### src/spw_pkg.sv
// constants for the self-programming page write controller
// assumes one system clock shared by core, controller and flash array
package spw_pkg;
  // register bus
  localparam int ADDR_W = 8;
  localparam logic [7:0] CTRL_OFFSET = 8'h00;
  localparam logic [7:0] CTRL_RESET = 8'h00;
  // control register bit positions
  localparam int BIT_EN = 0;
  localparam int BIT_ERASE = 1;
  localparam int BIT_WRITE = 2;
  localparam int BIT_LOCK = 3;
  localparam int BIT_RDEN = 4;
  localparam int BIT_BUSY = 6;
  localparam int BIT_IRQ_EN = 7;
  // accepted command patterns in the low five bits, and the idle pattern
  localparam logic [4:0] CMD_LOAD = 5'h01;
  localparam logic [4:0] CMD_ERASE = 5'h03;
  localparam logic [4:0] CMD_WRITE = 5'h05;
  localparam logic [4:0] CMD_LOCK = 5'h09;
  localparam logic [4:0] CMD_RDEN = 5'h11;
  localparam logic [4:0] CMD_NONE = 5'h00;
  // arming window of the enable bit, in clock cycles
  localparam logic [2:0] ARM_CYCLES = 3'h4;
  // flash pointer layout
  localparam int PTR_W = 16;
  localparam int WORD_LSB = 1;
  localparam int WORD_W = 6;
  localparam int PAGE_LSB = 7;
  localparam int PAGE_W = 9;
  localparam int PAGE_WORDS = 64;
  localparam logic [8:0] FIXED_FIRST_PAGE = 9'h1c0;
  // erased buffer word
  localparam logic [15:0] ERASED_WORD = 16'hffff;
  typedef enum logic [1:0] {
    SPW_IDLE,
    SPW_ARMED,
    SPW_BUSY
  } spw_state_t;
endpackage

### src/spw_count.sv
// down counter for the enable arming window
// assumes load and stop come from logic on the same clock
`timescale 1ns/1ps
module spw_count #(
  parameter int W = 3
) (
  input wire logic clk,
  input wire logic nrst,
  input wire logic load,
  input wire logic stop,
  input wire logic [W-1:0] value,
  output logic [W-1:0] count
);
  logic [W-1:0] count_r;

  // load wins over stop so a re-write restarts the window
  always_ff @(posedge clk or negedge nrst) begin
    if (!nrst) begin
      count_r <= '0;
    end else if (load) begin
      count_r <= value;
    end else if (stop) begin
      count_r <= '0;
    end else if (count_r != '0) begin
      count_r <= count_r - 1'b1;
    end
  end

  assign count = count_r;
endmodule // spw_count

### src/spw_ctrl.sv
// self-programming controller: control register, arming window, page write,
// read blocking of the updatable section, completion interrupt level
// assumes core strobes, pointer, data pair and flash done are on clk
`timescale 1ns/1ps
module spw_ctrl (
  input wire logic clk,
  input wire logic nrst,
  input wire logic [spw_pkg::ADDR_W-1:0] addr,
  input wire logic [7:0] wdata,
  input wire logic wr,
  input wire logic rd,
  output logic [7:0] rdata,
  input wire logic spm_strobe,
  input wire logic [spw_pkg::PTR_W-1:0] flash_ptr,
  input wire logic [15:0] data_pair,
  input wire logic eeprom_wr,
  input wire logic flash_done,
  input wire logic [spw_pkg::WORD_W-1:0] buf_rd_idx,
  output logic [15:0] buf_rd_data,
  output logic flash_start,
  output logic flash_op_write,
  output logic [spw_pkg::PAGE_W-1:0] flash_page,
  output logic core_halt,
  output logic updatable_read_block,
  output logic irq
);
  spw_pkg::spw_state_t state_r;
  logic [4:0] cmd_r;
  logic irq_en_r;
  logic busy_flag_r;
  logic core_halt_r;
  logic flash_start_r;
  logic flash_op_write_r;
  logic [spw_pkg::PAGE_W-1:0] flash_page_r;
  logic irq_r;
  logic read_block_r;
  logic [7:0] rdata_r;
  logic [2:0] arm_cnt;
  logic ctrl_wr;
  logic cmd_ok;
  logic arm_load;
  logic arm_live;
  logic spm_go;
  logic go_prog;
  logic go_rden;
  logic buf_wr;
  logic buf_clr;
  logic done_ev;
  logic [spw_pkg::PAGE_W-1:0] ptr_page;
  logic ptr_fixed;

  // decode of bus writes and accepted command patterns
  assign ctrl_wr = wr && (addr == spw_pkg::CTRL_OFFSET);
  assign cmd_ok = (wdata[4:0] == spw_pkg::CMD_LOAD) || (wdata[4:0] == spw_pkg::CMD_ERASE)
    || (wdata[4:0] == spw_pkg::CMD_WRITE) || (wdata[4:0] == spw_pkg::CMD_LOCK)
    || (wdata[4:0] == spw_pkg::CMD_RDEN);
  // commands are only taken while no operation runs
  assign arm_load = ctrl_wr && cmd_ok && (state_r != spw_pkg::SPW_BUSY);
  assign arm_live = (arm_cnt != 3'h0);
  assign spm_go = (state_r == spw_pkg::SPW_ARMED) && spm_strobe && arm_live;
  assign go_prog = spm_go && ((cmd_r == spw_pkg::CMD_ERASE) || (cmd_r == spw_pkg::CMD_WRITE));
  assign go_rden = spm_go && (cmd_r == spw_pkg::CMD_RDEN);
  assign done_ev = (state_r == spw_pkg::SPW_BUSY) && flash_done;
  // only a plain load takes the data pair; erase and write never do
  assign buf_wr = spm_go && (cmd_r == spw_pkg::CMD_LOAD);
  assign buf_clr = eeprom_wr
    || go_rden
    || (done_ev && flash_op_write_r);
  // page number sits above the word bits; other bits are the core's duty
  assign ptr_page = flash_ptr[spw_pkg::PAGE_LSB +: spw_pkg::PAGE_W];
  assign ptr_fixed = (ptr_page >= spw_pkg::FIXED_FIRST_PAGE);

  spw_count #(
    .W(3)
  ) u_arm (
    .clk(clk),
    .nrst(nrst),
    .load(arm_load),
    .stop(spm_go),
    .value(spw_pkg::ARM_CYCLES),
    .count(arm_cnt)
  );

  spw_pagebuf u_buf (
    .clk(clk),
    .nrst(nrst),
    .clr(buf_clr),
    .wr(buf_wr),
    .wr_idx(flash_ptr[spw_pkg::WORD_LSB +: spw_pkg::WORD_W]),
    .wr_data(data_pair),
    .rd_idx(buf_rd_idx),
    .rd_data(buf_rd_data)
  );

  // sequencer: command bits follow the state
  always_ff @(posedge clk or negedge nrst) begin
    if (!nrst) begin
      state_r <= spw_pkg::SPW_IDLE;
      cmd_r <= spw_pkg::CMD_NONE;
    end else begin
      case (state_r)
        spw_pkg::SPW_IDLE: begin
          if (arm_load) begin
            state_r <= spw_pkg::SPW_ARMED;
            cmd_r <= wdata[4:0];
          end
        end
        spw_pkg::SPW_ARMED: begin
          if (go_prog) begin
            state_r <= spw_pkg::SPW_BUSY;
          end else if (spm_go) begin
            state_r <= spw_pkg::SPW_IDLE;
            cmd_r <= spw_pkg::CMD_NONE;
          end else if (arm_load) begin
            cmd_r <= wdata[4:0];
          end else if (!arm_live) begin
            // window lapsed with no store instruction
            state_r <= spw_pkg::SPW_IDLE;
            cmd_r <= spw_pkg::CMD_NONE;
          end
        end
        spw_pkg::SPW_BUSY: begin
          if (flash_done) begin
            state_r <= spw_pkg::SPW_IDLE;
            cmd_r <= spw_pkg::CMD_NONE;
          end
        end
        default: begin
          state_r <= spw_pkg::SPW_IDLE;
          cmd_r <= spw_pkg::CMD_NONE;
        end
      endcase
    end
  end

  // interrupt enable stays writable even while busy
  always_ff @(posedge clk or negedge nrst) begin
    if (!nrst) begin
      irq_en_r <= 1'b0;
    end else if (ctrl_wr) begin
      irq_en_r <= wdata[spw_pkg::BIT_IRQ_EN];
    end
  end

  // busy flag: set by any operation on the updatable section, held past
  // completion until the read enable command runs
  always_ff @(posedge clk or negedge nrst) begin
    if (!nrst) begin
      busy_flag_r <= 1'b0;
    end else if (go_prog && !ptr_fixed) begin
      busy_flag_r <= 1'b1;
    end else if (go_rden) begin
      busy_flag_r <= 1'b0;
    end
  end

  // core halt only for the fixed section, released at done
  always_ff @(posedge clk or negedge nrst) begin
    if (!nrst) begin
      core_halt_r <= 1'b0;
    end else if (go_prog) begin
      core_halt_r <= ptr_fixed;
    end else if (done_ev) begin
      core_halt_r <= 1'b0;
    end
  end

  // updatable reads stay blocked through any running operation, fixed-section
  // ones too, and after completion for as long as the busy flag holds
  always_ff @(posedge clk or negedge nrst) begin
    if (!nrst) begin
      read_block_r <= 1'b0;
    end else if (go_prog) begin
      read_block_r <= 1'b1;
    end else if (done_ev) begin
      read_block_r <= busy_flag_r;
    end else if (go_rden) begin
      read_block_r <= 1'b0;
    end
  end

  // flash command: start pulse with latched page and operation
  always_ff @(posedge clk or negedge nrst) begin
    if (!nrst) begin
      flash_start_r <= 1'b0;
      flash_op_write_r <= 1'b0;
      flash_page_r <= '0;
    end else begin
      flash_start_r <= go_prog;
      if (go_prog) begin
        flash_op_write_r <= (cmd_r == spw_pkg::CMD_WRITE);
        flash_page_r <= ptr_page;
      end
    end
  end

  // completion interrupt is a plain level, no sticky state needed
  always_ff @(posedge clk or negedge nrst) begin
    if (!nrst) begin
      irq_r <= 1'b0;
    end else begin
      irq_r <= irq_en_r && !cmd_r[spw_pkg::BIT_EN];
    end
  end

  // read data stands one cycle after the strobe; unmapped reads give zero
  always_ff @(posedge clk or negedge nrst) begin
    if (!nrst) begin
      rdata_r <= spw_pkg::CTRL_RESET;
    end else if (rd && (addr == spw_pkg::CTRL_OFFSET)) begin
      rdata_r <= {irq_en_r, busy_flag_r, 1'b0, cmd_r};
    end else begin
      rdata_r <= 8'h00;
    end
  end

  assign rdata = rdata_r;
  assign flash_start = flash_start_r;
  assign flash_op_write = flash_op_write_r;
  assign flash_page = flash_page_r;
  assign core_halt = core_halt_r;
  // read block covers the operation and the busy flag time after it
  assign updatable_read_block = read_block_r;
  assign irq = irq_r;
endmodule // spw_ctrl

### src/spw_pagebuf.sv
// temporary page buffer, one word per page position
// assumes the flash array reads it on the same clock
`timescale 1ns/1ps
module spw_pagebuf (
  input wire logic clk,
  input wire logic nrst,
  input wire logic clr,
  input wire logic wr,
  input wire logic [spw_pkg::WORD_W-1:0] wr_idx,
  input wire logic [15:0] wr_data,
  input wire logic [spw_pkg::WORD_W-1:0] rd_idx,
  output logic [15:0] rd_data
);
  logic [15:0] mem_r [spw_pkg::PAGE_WORDS];
  logic [15:0] rd_data_r;

  // reset and clear give an erased page; a load in the clear cycle survives
  always_ff @(posedge clk or negedge nrst) begin
    if (!nrst) begin
      for (int i = 0; i < spw_pkg::PAGE_WORDS; i++) begin
        mem_r[i] <= spw_pkg::ERASED_WORD;
      end
    end else begin
      for (int i = 0; i < spw_pkg::PAGE_WORDS; i++) begin
        if (wr && (wr_idx == i[spw_pkg::WORD_W-1:0])) begin
          mem_r[i] <= wr_data;
        end else if (clr) begin
          mem_r[i] <= spw_pkg::ERASED_WORD;
        end
      end
    end
  end

  // registered read port for the flash array
  always_ff @(posedge clk or negedge nrst) begin
    if (!nrst) begin
      rd_data_r <= spw_pkg::ERASED_WORD;
    end else begin
      rd_data_r <= mem_r[rd_idx];
    end
  end

  assign rd_data = rd_data_r;
endmodule // spw_pagebuf

### config.mk
export PLATFORM = sky130hd
export DESIGN_NAME = spw_ctrl
export DESIGN_NICKNAME = d
export VERILOG_FILES = /design/src/spw_pkg.sv /design/src/spw_count.sv /design/src/spw_ctrl.sv /design/src/spw_pagebuf.sv
export SDC_FILE = /design/constraint.sdc
export NUM_CORES = 1
export LEC_CHECK = 0
export BUFFER_PORTS_ARGS = -buffer_cell sky130_fd_sc_hd__buf_2
export CAP_MARGIN = 10
export CORE_ASPECT_RATIO = 1.2
export CORE_MARGIN = 2
export CORE_UTILIZATION = 42
export CTS_BUF_LIST = sky130_fd_sc_hd__clkbuf_8 sky130_fd_sc_hd__clkbuf_16
export DETAILED_ROUTE_END_ITERATION = 10
export GPL_ROUTABILITY_DRIVEN = 1
export GPL_TIMING_DRIVEN = 0
export PLACE_DENSITY = 0.57
export SYNTH_ARGS = -nofsm -noshare
export SYNTH_HDL_FRONTEND = slang
export SYNTH_SLANG_ARGS = --single-unit
### constraint.sdc
create_clock -name clk -period 2.8 [get_ports clk]
set_input_delay 0.28 -clock clk [delete_from_list [all_inputs] [get_ports clk]]
set_output_delay 0.28 -clock clk [all_outputs]
set_load 0.005 [all_outputs]
# Yosys cells after proc, flatten, opt, wreduce, memory -nomap -nowiden
# Index checks and enable logic that the tools add are counted.
# op_classes
n_lt_le_gt_ge	2
n_bitwise	1
multipliers	0
n_div	0
n_eq_ne	81
muxes	92
reduce_logical	160
shifts	0
add_sub_neg	1
# op_table
op	n
2-to-1 mux 16 bit	67
== test 6 bit (second input constant)	32
nonzero test 2 bit	66
binary-select mux 16 bit (select 6 bit)	1
== test 6 x 5 -> 1 bit (second input constant)	16
logical AND 1 bit	77
== test 6 x 4 -> 1 bit (second input constant)	8
2-to-1 mux 5 bit	6
== test 6 x 3 -> 1 bit (second input constant)	4
one-hot mux 5 bit (3 select lines)	1
== test 6 x 2 -> 1 bit (second input constant)	2
2-to-1 mux 2 bit	6
inequality test 4 bit (second input constant)	3
== test 5 x 1 -> 1 bit (second input constant)	2
== test 5 x 2 -> 1 bit (second input constant)	2
== test 5 x 3 -> 1 bit (second input constant)	2
== test 5 bit (second input constant)	2
>= comparator 9 bit (second input constant)	1
2-to-1 mux 3 bit	3
nonzero test 3 bit	3
zero test 8 bit	1
2-to-1 mux 8 bit	1
inequality test 2 bit (second input constant)	4
AND reduction 4 bit	2
13 further kinds	25
# word_totals
romBits	0
memories	0
out_inout_bits	38
word_cells	414
reg_bits	1074
mem_bits_rw	0
latch_bits	0
in_bits	61

# Logic depth before layout (Yosys ltp)
# depth
depth_word	11
ltp_mapped	12
depth_no_buf	7

# Cells and area by module
# A second synthesis with hierarchy kept.
# unflattened
cells_unflattened	5481
area_unflattened_um2	52370.2
# modules_own_cells
mod	area_per_inst_um2	n_inst	cells_per_inst	seq_area_each_um2
spw_pagebuf	50738.7	1	5351	27326.2
spw_ctrl	1453.9	1	113	750.7
spw_count	177.7	1	17	75.1

# Least setup slack after synthesis
# OpenSTA, ideal clock, no wires.
# synth_path
path_kind	input port to flip-flop
start	in buf_rd_idx[0] (netlist bit)
end	reg u_buf.rd_data_r[0], in the netlist u_buf.rd_data[0]
required_ns	2.714
slack_ns	0.716
n_path_buf	4
setup_ns	0.086
stages	9
arrival_time_ns	1.998
cell_sequence	buf_6 -> buf_6 -> buf_4 -> buf_2 -> mux4_2 -> o21ai_0 -> a21oi_1 -> o21ai_0 -> o41ai_1
# synth_between
elab_chain_len	4
# synth_rtl
element	line	text
from (decl)	spw_ctrl.sv:18	input wire logic [spw_pkg::WORD_W-1:0] buf_rd_idx,
NOT 6 -> 7 bit (implied by the code)	spw_pagebuf.sv:39	rd_data_r <= mem_r[rd_idx];
binary-select mux 16 bit (select 6 bit)	spw_pagebuf.sv:39	
2-to-1 mux 16 bit (implied by the code) (2 in a row)	spw_pagebuf.sv:39	
to (signal assigned)	spw_pagebuf.sv:37	rd_data_r <= spw_pkg::ERASED_WORD;
to (signal assigned)	spw_pagebuf.sv:39	
to (decl)	spw_pagebuf.sv:15	logic [15:0] rd_data_r;
# Every way passes these cells. The select of a mux whose other input is x is not followed.
# A chain may end at the register's enable or synchronous reset.

# Worst setup path after layout
# layout_path
start	in buf_rd_idx[2] (netlist bit)
end	reg u_buf.rd_data_r[12], in the netlist u_buf.rd_data[12]
# The elaborated chain is that of the path after synthesis.

==> impl_metrics.json <==
{
  "vias": 42700,
  "syn_avg_cell_area_um2": 9.81,
  "yosysWarningCount": 0,
  "die_y_um": 392,
  "setup_slack_ns": -0.0924,
  "synthCells": 5385,
  "slew_headroom_pct": 7.17,
  "p_leak_nw": 22.6,
  "clock.fmax_mhz": 346,
  "antenna_found_initial": 12,
  "cts_buffers": 114,
  "area_delta_synth_final_pct": 14.1,
  "fin_skew_ns": 0.0276,
  "async_reset_ff_share_pct": 100,
  "finalMaxSlewViolations": 0,
  "gp_congestion": 1.07,
  "crit_type": "in2reg",
  "syn-num-nets": 5448,
  "dp_cells": 7133,
  "critPathLaunch": "buf_rd_idx[2]",
  "r2r_start": "cmd_r[2]$_DFFE_PN0P_",
  "post-place-ws_ns": -1.44,
  "ys_top_cells_by_count": "2,096 x nor2_1, 1,058 x a21oi_1, 1,040 x dfstp_2",
  "cts_tree": "done",
  "power_density_mw_per_mm2": 569,
  "grt_pass1_vias": 42600,
  "grt_first_pass_wirelength_mm": 300,
  "finalInstanceArea_mm2": 0.0602,
  "netlist_area_mm2": 0.0528,
  "htree_levels": 3,
  "grt_max_degree": 158,
  "synth.area.top_cells": "dfstp_2 52%, nor2_1 15%, mux4_2 11%",
  "wire_per_inst_um": 28.0,
  "clkTransAtPathRegs_ns": 0.06,
  "tightest_slew_ns": 1.39,
  "rows": 142,
  "io_pins": 99,
  "finish.net_count": 5687,
  "cp_slowest_stage_delay_ns": 0.59,
  "crit_required_ns": 3.47,
  "post-route-min-period_ns": 2.89,
  "grt_use_met3_pct": 5.60,
  "crit_slowest_cell": "clkbuf_2",
  "clock_path_buffers": 3,
  "setup_tns_ns": -0.384,
  "arrival_ns": 3.56,
  "drc_errors": 0,
  "clockRootBuffer": "clkbuf_16",
  "core_area_mm2": 0.125,
  "grt-busiest-layer": "met2",
  "synth_top_area_cell": "dfstp_2",
  "grtUsageTotal_pct": 32.3,
  "synth-seq-cells": 1073,
  "ir_worst_vdd_mv": 0.523,
  "synth_most_common_cell": "nor2_1",
  "die_area_mm2": 0.129,
  "dieWidth_um": 328,
  "ys_types": 51,
  "hold_viol": 0,
  "clk_latency_ns": 0.77,
  "yosysTopAreaCellShare_pct": 51.8,
  "drive_gt1_share_pct": 34.4,
  "cp-end-kind": "flip-flop",
  "met1_usage_pct": 41.6,
  "antenna_left": 0,
  "start_util_pct": 42.3,
  "worst_path_most_repeated_cell": "buf_2",
  "drt_pass1_iterations": 6,
  "violations": "negative setup slack",
  "cap_violations": 0,
  "port_buffers": 73,
  "dr.first_iter.drc_count": 4647,
  "finalCritPeriodShare_pct": 103,
  "placed_area_mm2": 0.0556,
  "critPathLaunchType": "primary input",
  "outcome": "finished with violations",
  "multi_input_area_mm2": 0.0221,
  "setup_viol": 9,
  "fin_cells": 7376,
  "synth_edf_count": 0,
  "grt_util_met2_pct": 51.5,
  "synth_ff_type": "dfstp_2",
  "ys_seq_area_share_pct": 53.3,
  "worst-path-max-fanout": 10,
  "overflow": 0,
  "hold_path_class": "in2async",
  "drt-total-wl_mm": 206,
  "nFillCells": 11800,
  "regArea_mm2": 0.0282,
  "cts.sinks": 1073,
  "drt-vias-per-instance": 5.79,
  "dp_hpwl_mm": 148,
  "r2r_cells": 9,
  "path_cells": "buf_2 > buf_2 > clkbuf_2 > buf_2 > mux2i_1 > a21oi_1 > o21ai_1 > o41ai_1 > buf_2"
}
==> cell families after synthesis <==
kind of cell             share of synthesized area (%)
flip-flops                                        53.3
AND/OR/NAND/NOR                                   17.3
adder cells (fa/ha/maj)                         0.0474
AO/OA/AOI/OAI                                     11.4
XOR/XNOR                                        0.0332
other                                          0.00710
multiplexers                                      12.8
buffers and inverters                             5.06
==> sequential cells by signal, indices dropped and copies added, names as in the netlist, 2 cells and up <==
signal and cells:
rdata 7, u_arm.count 3, u_buf.mem_r 1024, cmd_r 5, flash_page 9, state_r 2
u_buf.rd_data 16
==> routing by layer <==
metal,wire (um),share of wire (%),up-vias
li1,-,-,18700
met1,81600,40,21700
met2,96800,47,1801
met3,14600,7.1,477
met4,13300,6.4,8
met5,46,0.022,-
==> critical path, delay by kind of cell <==
kind	cells	cell delay, ns
AO/OA/AOI/OAI	3	0.59
multiplexers	1	0.59
buffers and inverters	5	2.05
==> layout make-up <==
class	count	area share (%)
Buffer	547	4.80
Multi-Input combinational cell	3760	36.7
Clock buffer	146	5.49
Tap cell	1656	3.44
Antenna cell	3	0.0125
Sequential cell	1073	46.7
Inverter	5	0.0312
Timing Repair Buffer	123	1.72
Clock inverter	63	1.06
==> what timing repair did <==
item                                   4_1_cts  5_1_grt
buffers inserted                             7        4
endpoints found under the hold margin      132        0
resized for setup                          104      122
hold buffers                                20        0
setup endpoints to repair                  610      703
==> layout by cell type (no fill, tap or decap), types with 8 or more instances in the layout <==
cell,n
bufinv_16,12
inv_1,26
dlygate4sd3_1,20
a21oi_1,1054
dfstp_2,1040
nand4_1,13
buf_6,44
clkbuf_2,51
clkbuf_1,130
o21ai_1,10
nand4bb_1,16
o41ai_2,8
buf_2,228
mux4_2,266
o22ai_1,19
buf_4,50
clkbuf_16,115
buf_1,107
nand4b_4,13
o21ai_0,36
nor3_1,21
mux2i_1,51
nand4b_1,17
clkinv_2,19
mux2_2,21
buf_16,10
a211oi_1,15
clkbuf_8,31
nand2_1,13
nor2_1,2096
clkbuf_4,20
dfrtp_1,33
nor2b_1,10
==> report_power, final <==
| part | switching (W) | leakage (nW) | internal [W] |
|---|---|---|---|
| logic | 0.00191 | 9.13 | 0.000588 |
| clock network | 0.00675 | 2.03 | 0.00936 |
| registers | 0.0000258 | 11.4 | 0.0156 |
| total | 0.00869 | 22.6 | 0.0256 |
==> per-stage QoR <==
| stage | util, % | total power [W] | hold WS [ns] |
|---|---|---|---|
| after floorplan | - | 0.0170 | -0.0156 |
| after global placement | 44.3 | 0.0182 | 0.487 |
| after detailed placement | 44.6 | 0.0183 | 0.287 |
| after CTS | 48.1 | 0.0344 | 0.00292 |
| after global routing | 48.3 | 0.0352 | 0.0453 |
| final | 48.3 | 0.0343 | 0.0490 |
==> final timing paths <==
kind                                                 to  slack [ns]
max                         u_buf.rd_data[12]$_DFF_PN1_       -0.09
min                                cmd_r[2]$_DFFE_PN0P_        0.05
max reg2reg                u_buf.mem_r[274]$_DFFE_PN1P_        0.08
min reg2reg                   flash_page[7]$_DFFE_PN0P_        0.50
max in group asynchronous  u_buf.mem_r[915]$_DFFE_PN1P_        0.36
min in group clk           u_buf.mem_r[322]$_DFFE_PN1P_        0.06
(Power assumes the default switching activity.)
